`config.mk`:
```
export PLATFORM = sky130hd
export DESIGN_NAME = flash_self_program_guard
export DESIGN_NICKNAME = d
export VERILOG_FILES = /design/src/hw/flash_guard_pkg.sv /design/src/hw/flash_self_program_guard.sv /design/src/hw/region_decode.sv
export SDC_FILE = /design/constraint.sdc
export NUM_CORES = 1
export LEC_CHECK = 0
export BUFFER_PORTS_ARGS = -buffer_cell sky130_fd_sc_hd__buf_4
export CAP_MARGIN = 40
export CELL_PAD_IN_SITES_DETAIL_PLACEMENT = 0
export CELL_PAD_IN_SITES_GLOBAL_PLACEMENT = 1
export CORE_MARGIN = 2
export CORE_UTILIZATION = 30
export CTS_CLUSTER_SIZE = 24
export DETAILED_ROUTE_END_ITERATION = 16
export PLACE_DENSITY = 0.73
export SLEW_MARGIN = 20
export SYNTH_ARGS = -nofsm -noshare
export SYNTH_HDL_FRONTEND = slang
export SYNTH_HIERARCHICAL = 1
export SYNTH_SLANG_ARGS = --single-unit
```
`constraint.sdc`:
```
create_clock -name CLOCK -period 3.1 [get_ports CLOCK]
set_clock_uncertainty 0.2 [all_clocks]
set_input_delay 0.31 -clock CLOCK [delete_from_list [all_inputs] [get_ports CLOCK]]
set_output_delay 0.31 -clock CLOCK [all_outputs]
set_load 0.005 [all_outputs]
```
`src/hw/flash_guard_pkg.sv`:
```
// constants for the flash self-program guard
// assumes word addressing of a 16 kbyte program flash (8k words)
package flash_guard_pkg;
  localparam int ADDR_W = 13;
  localparam logic [12:0] HALT_REGION_START = 13'h1c00; // fixed concurrent/halting split
  localparam logic [12:0] BOOT_START_256 = 13'h1f00;
  localparam logic [12:0] BOOT_START_512 = 13'h1e00;
  localparam logic [12:0] BOOT_START_1K = 13'h1c00;
  localparam logic [12:0] BOOT_START_2K = 13'h1c00; // clamped: loader stays in halting region
  localparam logic [1:0] LOCK_RESET = 2'h3; // unprogrammed
  localparam logic [1:0] BOOT_SIZE_RESET = 2'h0;
  localparam int OP_TIME_US = 4;
  localparam int CLK_MHZ = 100;
  localparam logic [9:0] OP_CYCLES = 10'(OP_TIME_US * CLK_MHZ);
  typedef enum logic [1:0] {ST_IDLE, ST_PROG_CONC, ST_PROG_HALT} prog_state_t;
endpackage

```
`src/hw/flash_self_program_guard.sv`:
```
// self-program guard: lock checks and read-while-write arbitration
// assumes the core presents one store or load request per pulse
`timescale 1ns/1ps
`default_nettype none
// Overview of operation
// [RL1] store from application code never programs
// [RL2] store from loader code may program anywhere
// [RL3] boot size fuses set loader boundary
// [RL4] concurrent region programming does not stall
// [RL5] halting region programming stalls core, no reads
// [RL6] software avoids concurrent region while busy
// [RL7] busy flag reads one while blocked
// [RL8] software clears busy before concurrent fetch
// [RL9] loader always inside halting region
// [RL10] two independent two-bit lock settings
// [RL11] locks only program; chip erase restores
// [RL12] general lock modes ignored for self-program
// [RL13] app locks 11: no restriction
// [RL14] app locks 10: block app writes
// [RL15] app locks 00: block writes and loader reads
// [RL16] app locks 01: block loader reads only
// [RL17] app read-locks mask interrupts from application
// [RL18] boot locks 11: no restriction
// [RL19] boot locks 10: block loader writes
// [RL20] boot locks 00: block writes and app reads
// [RL21] boot locks 01: block app reads only
// [RL22] boot read-locks mask interrupts from loader
// [RL23] software clears busy via read enable command
// [RL24] blocked accesses change nothing, return nothing
module flash_self_program_guard
  import flash_guard_pkg::*;
(
  input  wire logic        CLOCK,
  input  wire logic        SRST,
  input  wire logic [1:0]  BOOT_SIZE_FUSES,
  input  wire logic [12:0] EXEC_ADDR,
  input  wire logic        STORE_REQ,
  input  wire logic        LOAD_REQ,
  input  wire logic [12:0] TARGET_ADDR,
  input  wire logic        RWW_READ_ENABLE,
  input  wire logic        LOCK_SET,
  input  wire logic [1:0]  LOCK_SET_APP,
  input  wire logic [1:0]  LOCK_SET_BOOT,
  input  wire logic        CHIP_ERASE,
  input  wire logic        GENERAL_LOCK_WRITE,
  input  wire logic        GENERAL_LOCK_RW,
  input  wire logic        VECTORS_IN_LOADER,
  output logic             PROG_START,
  output logic             LOAD_GRANT,
  output logic             LOAD_BLOCKED,
  output logic             CORE_STALL,
  output logic             RWW_BUSY_FLAG,
  output logic             IRQ_MASK,
  output logic [1:0]       APP_LOCK,
  output logic [1:0]       BOOT_LOCK
);
  logic exec_loader, exec_halting, tgt_loader, tgt_halting;
  prog_state_t state, next_state;
  logic [9:0]  count, next_count;
  logic [1:0]  next_app_lock, next_boot_lock;
  logic        next_busy, next_stall, next_start, next_lgrant, next_lblock, next_irq;
  logic        store_ok, load_ok;

  // executing address and target address classification
  region_decode exec_dec (
    .boot_size  (BOOT_SIZE_FUSES),
    .addr       (EXEC_ADDR),
    .in_loader  (exec_loader),
    .in_halting (exec_halting)
  ); // [RL3] [RL9]
  region_decode tgt_dec (
    .boot_size  (BOOT_SIZE_FUSES),
    .addr       (TARGET_ADDR),
    .in_loader  (tgt_loader),
    .in_halting (tgt_halting)
  );

  // lock pair is {hi,lo}; a programmed (zero) lo bit forbids stores
  function automatic logic write_locked(input logic [1:0] lock);
    return (lock[0] == 1'b0);
  endfunction

  // a programmed (zero) hi bit forbids reads from the other region's code
  function automatic logic read_locked(input logic [1:0] lock);
    return (lock[1] == 1'b0);
  endfunction

  // lock policy; general lock inputs deliberately unused [RL12]
  always_comb begin
    store_ok = exec_loader; // [RL1] [RL2]
    if (tgt_loader) begin
      if (write_locked(BOOT_LOCK))
        store_ok = 1'b0; // [RL19] [RL20]
    end else begin
      if (write_locked(APP_LOCK))
        store_ok = 1'b0; // [RL14] [RL15]
    end
    load_ok = 1'b1; // [RL13] [RL18]
    if (exec_loader && !tgt_loader && read_locked(APP_LOCK))
      load_ok = 1'b0; // [RL15] [RL16]
    if (!exec_loader && tgt_loader && read_locked(BOOT_LOCK))
      load_ok = 1'b0; // [RL20] [RL21]
  end

  // next state for sequencer, busy flag, locks and strobes
  always_comb begin
    next_state     = state;
    next_count     = count;
    next_busy      = RWW_BUSY_FLAG;
    next_start     = 1'b0;
    next_lgrant    = 1'b0;
    next_lblock    = 1'b0;
    next_app_lock  = APP_LOCK;
    next_boot_lock = BOOT_LOCK;
    // locks only move toward programmed; erase or SRST is the only way back [RL10] [RL11]
    if (CHIP_ERASE) begin
      next_app_lock  = LOCK_RESET;
      next_boot_lock = LOCK_RESET;
    end else if (LOCK_SET) begin
      next_app_lock  = APP_LOCK & LOCK_SET_APP;
      next_boot_lock = BOOT_LOCK & LOCK_SET_BOOT;
    end
    case (state)
      ST_IDLE: begin
        if (STORE_REQ && store_ok) begin
          next_start = 1'b1;
          next_count = OP_CYCLES;
          if (tgt_halting) begin
            next_state = ST_PROG_HALT; // [RL5]
          end else begin
            next_state = ST_PROG_CONC; // [RL4]
            next_busy  = 1'b1; // [RL7]
          end
        end else if (LOAD_REQ) begin
          next_lgrant = load_ok;
          next_lblock = !load_ok; // [RL24]
        end
        // clear of busy flag only when idle, so a new set always wins [RL23]
        if (RWW_READ_ENABLE && !(STORE_REQ && store_ok && !tgt_halting))
          next_busy = 1'b0;
      end
      default: begin
        next_count = count - 10'h001;
        if (count == 10'h001)
          next_state = ST_IDLE;
      end
    endcase
    next_stall = (next_state == ST_PROG_HALT); // [RL5]
    // interrupt mask when vectors sit in the other region and the executing region is read-protected
    next_irq = (VECTORS_IN_LOADER && !exec_loader && read_locked(APP_LOCK)) ||
               (!VECTORS_IN_LOADER && exec_loader && read_locked(BOOT_LOCK)); // [RL17] [RL22]
  end

  // registers
  always_ff @(posedge CLOCK) begin
    if (SRST) begin
      state         <= ST_IDLE;
      count         <= 10'h000;
      RWW_BUSY_FLAG <= 1'b0;
      PROG_START    <= 1'b0;
      LOAD_GRANT    <= 1'b0;
      LOAD_BLOCKED  <= 1'b0;
      CORE_STALL    <= 1'b0;
      IRQ_MASK      <= 1'b0;
      APP_LOCK      <= LOCK_RESET;
      BOOT_LOCK     <= LOCK_RESET;
    end else begin
      state         <= next_state;
      count         <= next_count;
      RWW_BUSY_FLAG <= next_busy;
      PROG_START    <= next_start;
      LOAD_GRANT    <= next_lgrant;
      LOAD_BLOCKED  <= next_lblock;
      CORE_STALL    <= next_stall;
      IRQ_MASK      <= next_irq;
      APP_LOCK      <= next_app_lock;
      BOOT_LOCK     <= next_boot_lock;
    end
  end

  chk_app_store_ignored: assert property (@(posedge CLOCK) disable iff (SRST)
    (STORE_REQ && !exec_loader && state == ST_IDLE) |=> !PROG_START) // [RL1]
    else $error("store from application started programming");
  chk_halt_stall_span: assert property (@(posedge CLOCK) disable iff (SRST)
    (PROG_START && CORE_STALL) |-> CORE_STALL[*8]) // [RL5]
    else $error("halting programming stall dropped early");
  chk_conc_no_stall: assert property (@(posedge CLOCK) disable iff (SRST)
    (state == ST_PROG_CONC) |-> !CORE_STALL) // [RL4]
    else $error("core stalled during concurrent programming");
  chk_busy_during_conc: assert property (@(posedge CLOCK) disable iff (SRST)
    (state == ST_PROG_CONC) |-> RWW_BUSY_FLAG) // [RL7]
    else $error("busy flag low while concurrent region blocked");
  chk_lock_monotone: assert property (@(posedge CLOCK) disable iff (SRST)
    !$past(CHIP_ERASE) |-> ((APP_LOCK & ~$past(APP_LOCK)) == 2'h0)) // [RL11]
    else $error("app lock moved toward unprogrammed without erase");
  chk_boot_write_lock: assert property (@(posedge CLOCK) disable iff (SRST)
    (STORE_REQ && tgt_loader && !BOOT_LOCK[0]) |=> !PROG_START) // [RL19]
    else $error("store into write-locked loader region");
  chk_app_write_lock: assert property (@(posedge CLOCK) disable iff (SRST)
    (STORE_REQ && !tgt_loader && !APP_LOCK[0]) |=> !PROG_START) // [RL14]
    else $error("store into write-locked application region");
  chk_boot_read_lock: assert property (@(posedge CLOCK) disable iff (SRST)
    (state == ST_IDLE && !STORE_REQ && LOAD_REQ && !exec_loader && tgt_loader
     && !BOOT_LOCK[1]) |=> (LOAD_BLOCKED && !LOAD_GRANT)) // [RL21]
    else $error("application read of read-locked loader region");
  chk_app_read_lock: assert property (@(posedge CLOCK) disable iff (SRST)
    (state == ST_IDLE && !STORE_REQ && LOAD_REQ && exec_loader && !tgt_loader
     && !APP_LOCK[1]) |=> (LOAD_BLOCKED && !LOAD_GRANT)) // [RL16]
    else $error("loader read of read-locked application region");

  // loader placement: any fuse choice keeps the loader in the halting region
  chk_loader_in_halt: assert property (@(posedge CLOCK) disable iff (SRST)
    exec_loader |-> exec_halting) // [RL9]
    else $error("loader address outside halting region");

  // boot lock pair obeys the same one-way rule as the app pair
  chk_boot_lock_monotone: assert property (@(posedge CLOCK) disable iff (SRST)
    !$past(CHIP_ERASE) |-> ((BOOT_LOCK & ~$past(BOOT_LOCK)) == 2'h0)) // [RL11]
    else $error("boot lock moved toward unprogrammed without erase");

  // chip erase is the way back to unprogrammed
  chk_erase_restores: assert property (@(posedge CLOCK) disable iff (SRST)
    CHIP_ERASE |=> (APP_LOCK == LOCK_RESET && BOOT_LOCK == LOCK_RESET)) // [RL11]
    else $error("chip erase did not restore lock bits");

  // an all-ones mask for one pair leaves that pair alone
  chk_lock_independent: assert property (@(posedge CLOCK) disable iff (SRST)
    (LOCK_SET && !CHIP_ERASE && LOCK_SET_APP == 2'h3) |=> $stable(APP_LOCK)) // [RL10]
    else $error("boot lock setting disturbed app lock");

  // stall output mirrors the halting operation exactly
  chk_halt_stall_level: assert property (@(posedge CLOCK) disable iff (SRST)
    CORE_STALL == (state == ST_PROG_HALT)) // [RL5]
    else $error("stall level differs from halting operation");

  // nothing is read while the halting region is being programmed
  chk_halt_no_load: assert property (@(posedge CLOCK) disable iff (SRST)
    (state == ST_PROG_HALT) |=> !LOAD_GRANT) // [RL5]
    else $error("load granted during halting programming");

  // an allowed store from loader code in idle does start programming
  chk_loader_store_go: assert property (@(posedge CLOCK) disable iff (SRST)
    (state == ST_IDLE && STORE_REQ && exec_loader && !tgt_loader
     && !write_locked(APP_LOCK)) |=> PROG_START) // [RL2]
    else $error("allowed loader store did not start");

  // a busy set in the same cycle as a clear request wins
  chk_busy_set_wins: assert property (@(posedge CLOCK) disable iff (SRST)
    (state == ST_IDLE && STORE_REQ && store_ok && !tgt_halting) |=> RWW_BUSY_FLAG) // [RL7]
    else $error("busy flag not set by concurrent programming");
endmodule
`default_nettype wire

```
`src/hw/region_decode.sv`:
```
// region decoder: classifies a flash word address by loader and halting region
// assumes boot_size_fuses are stable while in use
`timescale 1ns/1ps
`default_nettype none
module region_decode
  import flash_guard_pkg::*;
(
  input  wire logic [1:0]  boot_size,
  input  wire logic [12:0] addr,
  output logic             in_loader,
  output logic             in_halting
);
  logic [12:0] boot_start;
  // loader start from size fuses; every choice lies inside halting region
  always_comb begin
    case (boot_size)
      2'h3:    boot_start = BOOT_START_256;
      2'h2:    boot_start = BOOT_START_512;
      2'h1:    boot_start = BOOT_START_1K;
      default: boot_start = BOOT_START_2K;
    endcase
  end
  assign in_loader  = (addr >= boot_start);
  assign in_halting = (addr >= HALT_REGION_START);
endmodule
`default_nettype wire
```
* Word level (Yosys, flattened, before mapping)
Cells that the tools add are included.
** Storage, ports and cells
- Word-level logic and storage cells :: 66
- Register bits :: 22
- Output and inout port bits :: 10
** Cells by class
- Add/sub/neg operators :: 1
- $lt $le $gt $ge :: 3
- Mux-type cells :: 16
- Equal/unequal tests :: 6
- Bitwise operators :: 6
- Reduce and logical (&&, ||, !) cells :: 24
** Operators with widths (count)
- >= comparator 13 bit :: 2
- 2-to-1 mux 10 bit :: 2
- case mux 10 bit (2 select lines) :: 1
- >= comparator 13 bit (second input constant) :: 1
- logical AND 1 bit :: 11
- == test 10 x 1 -> 1 bit (second input constant) :: 1
- subtractor 10 x 1 -> 10 bit (second input constant) :: 1
- 2-to-1 mux 1 bit :: 9
- 2-to-1 mux 2 bit :: 4
- == test 2 bit (second input constant) :: 3
- zero test 1 bit :: 6
- AND 2 bit :: 2
- inverter 1 bit :: 4
- OR reduction 2 bit :: 2
- OR reduction 4 bit :: 1
- AND reduction 3 bit :: 1
- zero test 2 bit :: 1
- inequality test 2 x 1 -> 1 bit (second input constant) :: 1
- inequality test 2 bit (second input constant) :: 1
- nonzero test 2 bit :: 1
- logical OR 1 bit :: 1

* Logic depth before layout (Yosys ltp)
- Word-level depth :: 11
- Gate-level depth with buffers :: 8

* Modules after synthesis
The synthesis kept the hierarchy.
** By module, submodules not included
- flash_self_program_guard :: area each 1048.5 sq um, times used 1, seq. area each 440.4 sq um, cells each 116
- region_decode :: area each 92.6 sq um, times used 2, seq. area each 0.0 sq um, cells each 11

* Worst setup path after synthesis
Ideal clock, no wire load.
- Path kind :: input to register
- Start point :: input port BOOT_SIZE_FUSES[0]
- End point :: register count[4]
- Stages on the path :: 8
- Buffers on the path :: 0
- Data required time :: 2.782 ns
- Arrival time :: 2.283 ns
- Setup slack :: 0.499 ns
- Cell sequence :: and2_1 -> ha_1 -> or4b_1 -> nor4_2 -> o31a_1 -> mux2i_1 -> o21ai_1 -> o2111a_1
** On the way
- Elaborated cells on any way between the ends :: 10
- Those cells by class :: 2 x order compare; 3 x eq/ne; 4 x mux; 1 x reduce/logical
** RTL lines
- start: declaration :: RTL line flash_self_program_guard.sv:35 : input wire logic [1:0] BOOT_SIZE_FUSES,
- == test 2 bit :: RTL line region_decode.sv:16 : case (boot_size)
- case mux 10 bit (2 select lines) * :: RTL line region_decode.sv:16
- >= comparator 13 bit * :: RTL line region_decode.sv:23 : assign in_loader = (addr >= boot_start);
- via tgt_loader :: RTL line flash_self_program_guard.sv:57 : logic exec_loader, exec_halting, tgt_loader, tgt_halting;
- 2-to-1 mux 1 bit * :: RTL line flash_self_program_guard.sv:91 : if (tgt_loader) begin
- logical AND 1 bit * :: RTL line flash_self_program_guard.sv:125 : if (STORE_REQ && store_ok) begin
- inequality test 2 bit (no source line) *
- end signal: assignment :: RTL line flash_self_program_guard.sv:169 : count <= next_count;
- end: declaration :: RTL line flash_self_program_guard.sv:59 : logic [9:0] count, next_count;
The timed path passes the listed nets; every way through them passes the cells marked *.
A chain may end at the register's enable or synchronous reset.

* Worst setup path after layout
- Start point :: input port BOOT_SIZE_FUSES[0]
- End point :: register count[9]
Same word-level chain as after synthesis.

==> run_results.csv <==
group,metric,value,unit
run_status,status,"finished clean",
logic_synthesis,seq_area_frac_synth,35.7,%
route,drc,0,
logic_synthesis,synth_edf_count,0,
die,core,3970,um^2
global_route,grt.overflow.total,0,
clock_network,cts_root_buf,"clkbuf_8",
logic_synthesis,synth_seq_cells,22,
global_route,antenna_found_initial,0,
power_and_ir_drop,netSwitchingFraction,25.1,%
worst_setup_path,worstPathArrival,2.57,ns
worst_setup_path,criticalPathCategory,"in2reg",
clock_network,clock_latency,0.26,ns
worst_setup_path,crit_fanout,4,
power_and_ir_drop,max-vdd-ir-drop,0.193,mV
die,die_w,68.1,um
placement,dpl.hpwl,2690,um
worst_setup_path,cpPeakStageDelay,0.45,ns
logic_synthesis,yosysTopAreaCell,"dfxtp_1",
clock_network,cts_made_buffers,3,
global_route,grtUsageMet1,17.9,%
final_layout,final_layout_size_suffix_gt1_share,33.9,%
global_route,grt_pass1_vias,1247,
timing,maxSlewHeadroom,64.0,%
route,firstDrtPassIters,4,
route,vias,1227,
power_and_ir_drop,internal_power,444,uW
clock_network,cts_max_path_buffers,2,
power_and_ir_drop,combPwrFrac,19.4,%
global_route,grt_max_degree,19,
global_route,grt_pass1_wl,5380,um
worst_setup_path,crit_required,3.05,ns
worst_setup_path,crit_buf_inv,2,
route,final_antenna_net_count,0,
worst_setup_path,endpoint_kind,"flip-flop",
final_layout,antenna_cells,0,
worst_setup_path,slowest_stage,"or4b_1",
timing,rsz0062_at_grt,"no",
die,dieHeight,68.1,um
worst_setup_path,critical-path-top-delay-family,"simple AND/OR/NAND/NOR gates",
die,fp-row-count,23,
logic_synthesis,syn_nets,186,
global_route,grt_util_met3,2.30,%
placement,port_buffers,49,
placement,routabilityCongestion,0.752,
timing,finalCritPeriodShare,84.6,%
route,wirelength,3400,um
worst_setup_path,path_cells,"buf_4, and2_1, ha_1, or4b_1, nor4_2, o31a_1, mux2i_1, buf_4, o311a_1, mux2_1",
final_layout,syn_to_final_growth,38.4,%
power_and_ir_drop,p_switching,149,uW
logic_synthesis,synthFlopType,"dfxtp_1",
power_and_ir_drop,leakagePower,0.000706,uW
global_route,grt_use_total,15.2,%
logic_synthesis,netlist_area,1230,um^2
logic_synthesis,syn_avg_cell_area,8.94,um^2
logic_synthesis,ys_types,48,
worst_setup_path,startpoint_type,"input port",
logic_synthesis,async_flop_share,0,%
final_layout,fin_nets,239,
logic_synthesis,synth_cells,138,
global_route,use_met2,28.3,%
power_and_ir_drop,power.density,347,nW/um^2
final_layout,design_area,1710,um^2
clock_network,clock-sinks,22,
timing,hold_violations,0,
logic_synthesis,synthTopCellsByCount,"dfxtp_1 (22), inv_1 (11), nand2_1 (9), nor2_1 (9)",
global_route,busiest_layer,"met2",
timing,setup_violations,0,
clock_network,cts_tree,"built",
die,initial_core_util,31.1,%
clock_network,postCtsSetupRepairBufs,0,
clock_network,ctsHoldBuffers,0,
worst_setup_path,cp_common_cell,"buf_4",
logic_synthesis,yosys-top-cells-area,"dfxtp_1 (36%), ha_1 (6.1%), nor4_2 (4.1%)",
timing,fin_setup_tns,0,ns
timing,period_minus_slack,2.62,ns
timing,worstMarginPinSlew,0.536,ns
route,viasPerCell,5.13,
placement,place_area,1670,um^2
logic_synthesis,yosys_warnings,6,
logic_synthesis,synth.most_common_cell,"dfxtp_1",
die,dieArea,4640,um^2
clock_network,cts_max_level,1,
flow_run,drv_cap,0,
clock_network,clk_pin_slew,0.07,ns
timing,maxClockFrequency,381,MHz
clock_network,post_cts_resize_count,0,
route,drt_iter0_drc,26,
route,wl_per_cell,14.2,um
die,num_io_pins,52,
power_and_ir_drop,seq_power_share,50.9,%
logic_synthesis,yosysTopAreaCellShare,35.7,%
power_and_ir_drop,p_clk_share,29.7,%
worst_hold_path,hold_class,"in2reg",
timing,maxSlewViolCount,0,
-- tightest hold or removal path, stage by stage --
cell and delay, ns:
buf_4 0.08, nor2_1 0.06, nand2_1 0.05
-- logic make-up (layout without fill, tap and decap cells) --
logic type | count (synthesis) | count (layout) | synth area share (%)
and+or+nand+nor | 61 | 61 | 32.6
DFF | 22 | 22 | 35.7
adders and majority gates | 6 | 6 | 6.09
muxes | 3 | 3 | 2.64
buffers and inverters | 15 | 66 | 4.66
AOI/OAI and AO/OA | 31 | 31 | 18.4
-- through the flow --
stage / hold WS [ns] / total power (uW) / setup WS [ns] / util [%] / instances
final: 0.0690 / 593 / 0.477 / 43.0 / 239
after global routing: 0.0812 / 621 / 0.303 / 43.0 / 239
after CTS: 0.0726 / 595 / 0.443 / 43.0 / 239
after detailed placement: 0.279 / 423 / 0.185 / 42.0 / 236
after global placement: 0.279 / 419 / 0.225 / 42.0 / 236
after floorplan: 0.231 / 363 / 0.499 / - / 138
-- layout make-up --
cell class | count | area [um^2]
clock buffer | 3 | 41.3
fill | 409 | 2260
multi-input combinational | 101 | 736
tap | 50 | 62.6
timing repair buffer | 51 | 383
sequential | 22 | 440
inverter | 12 | 45.0
-- flip-flops by register name (all words and copies together), names as in the netlist --
signal / cells
count: 10
BOOT_LOCK: 2
RWW_BUSY_FLAG: 1
PROG_START: 1
state: 2
CORE_STALL: 1
IRQ_MASK: 1
APP_LOCK: 2
LOAD_BLOCKED: 1
LOAD_GRANT: 1
-- routing by layer --
metal | vias up | part of all wire, %
met5 | - | 0
met4 | 0 | 1.1
met3 | 4 | 5.3
met2 | 34 | 49
met1 | 570 | 44
li1 | 619 | -
-- power by group through the flow --
stage	sequential [uW]	combinational [uW]	clock (uW)
after floorplan	306	57.0	0
after global placement	308	111	0
after detailed placement	308	115	0
after CTS	301	116	178
after global routing	303	128	191
final	302	115	176
-- cell usage in the layout (no fill, tap or decap), drive strengths merged, types with 3 or more instances in the layout --
| cell type | netlist | layout |
|---|---|---|
| buf | 2 | 51 |
| dfxtp | 22 | 22 |
| inv | 11 | 11 |
| nor2 | 10 | 10 |
| nand2 | 9 | 9 |
| o21ai | 7 | 7 |
| a21oi | 6 | 6 |
| ha | 6 | 6 |
| or3 | 6 | 6 |
| nand4 | 4 | 4 |
| nor4 | 4 | 4 |
| or4b | 4 | 4 |
| nor3 | 3 | 3 |
| and2 | 3 | 3 |
| and3 | 3 | 3 |
| nor3b | 3 | 3 |
| clkbuf | 1 | 3 |
-- worst paths after layout --
check             depth (start not counted)  slack [ns]                from            end
hold reg to reg                           2        0.28       RWW_BUSY_FLAG  RWW_BUSY_FLAG
setup reg to reg                          3        1.35            count[5]       count[9]
hold / removal                            3        0.07          CHIP_ERASE   BOOT_LOCK[1]
setup / recovery                         10        0.48  BOOT_SIZE_FUSES[0]       count[9]
Power figures use the tool's default switching activity.
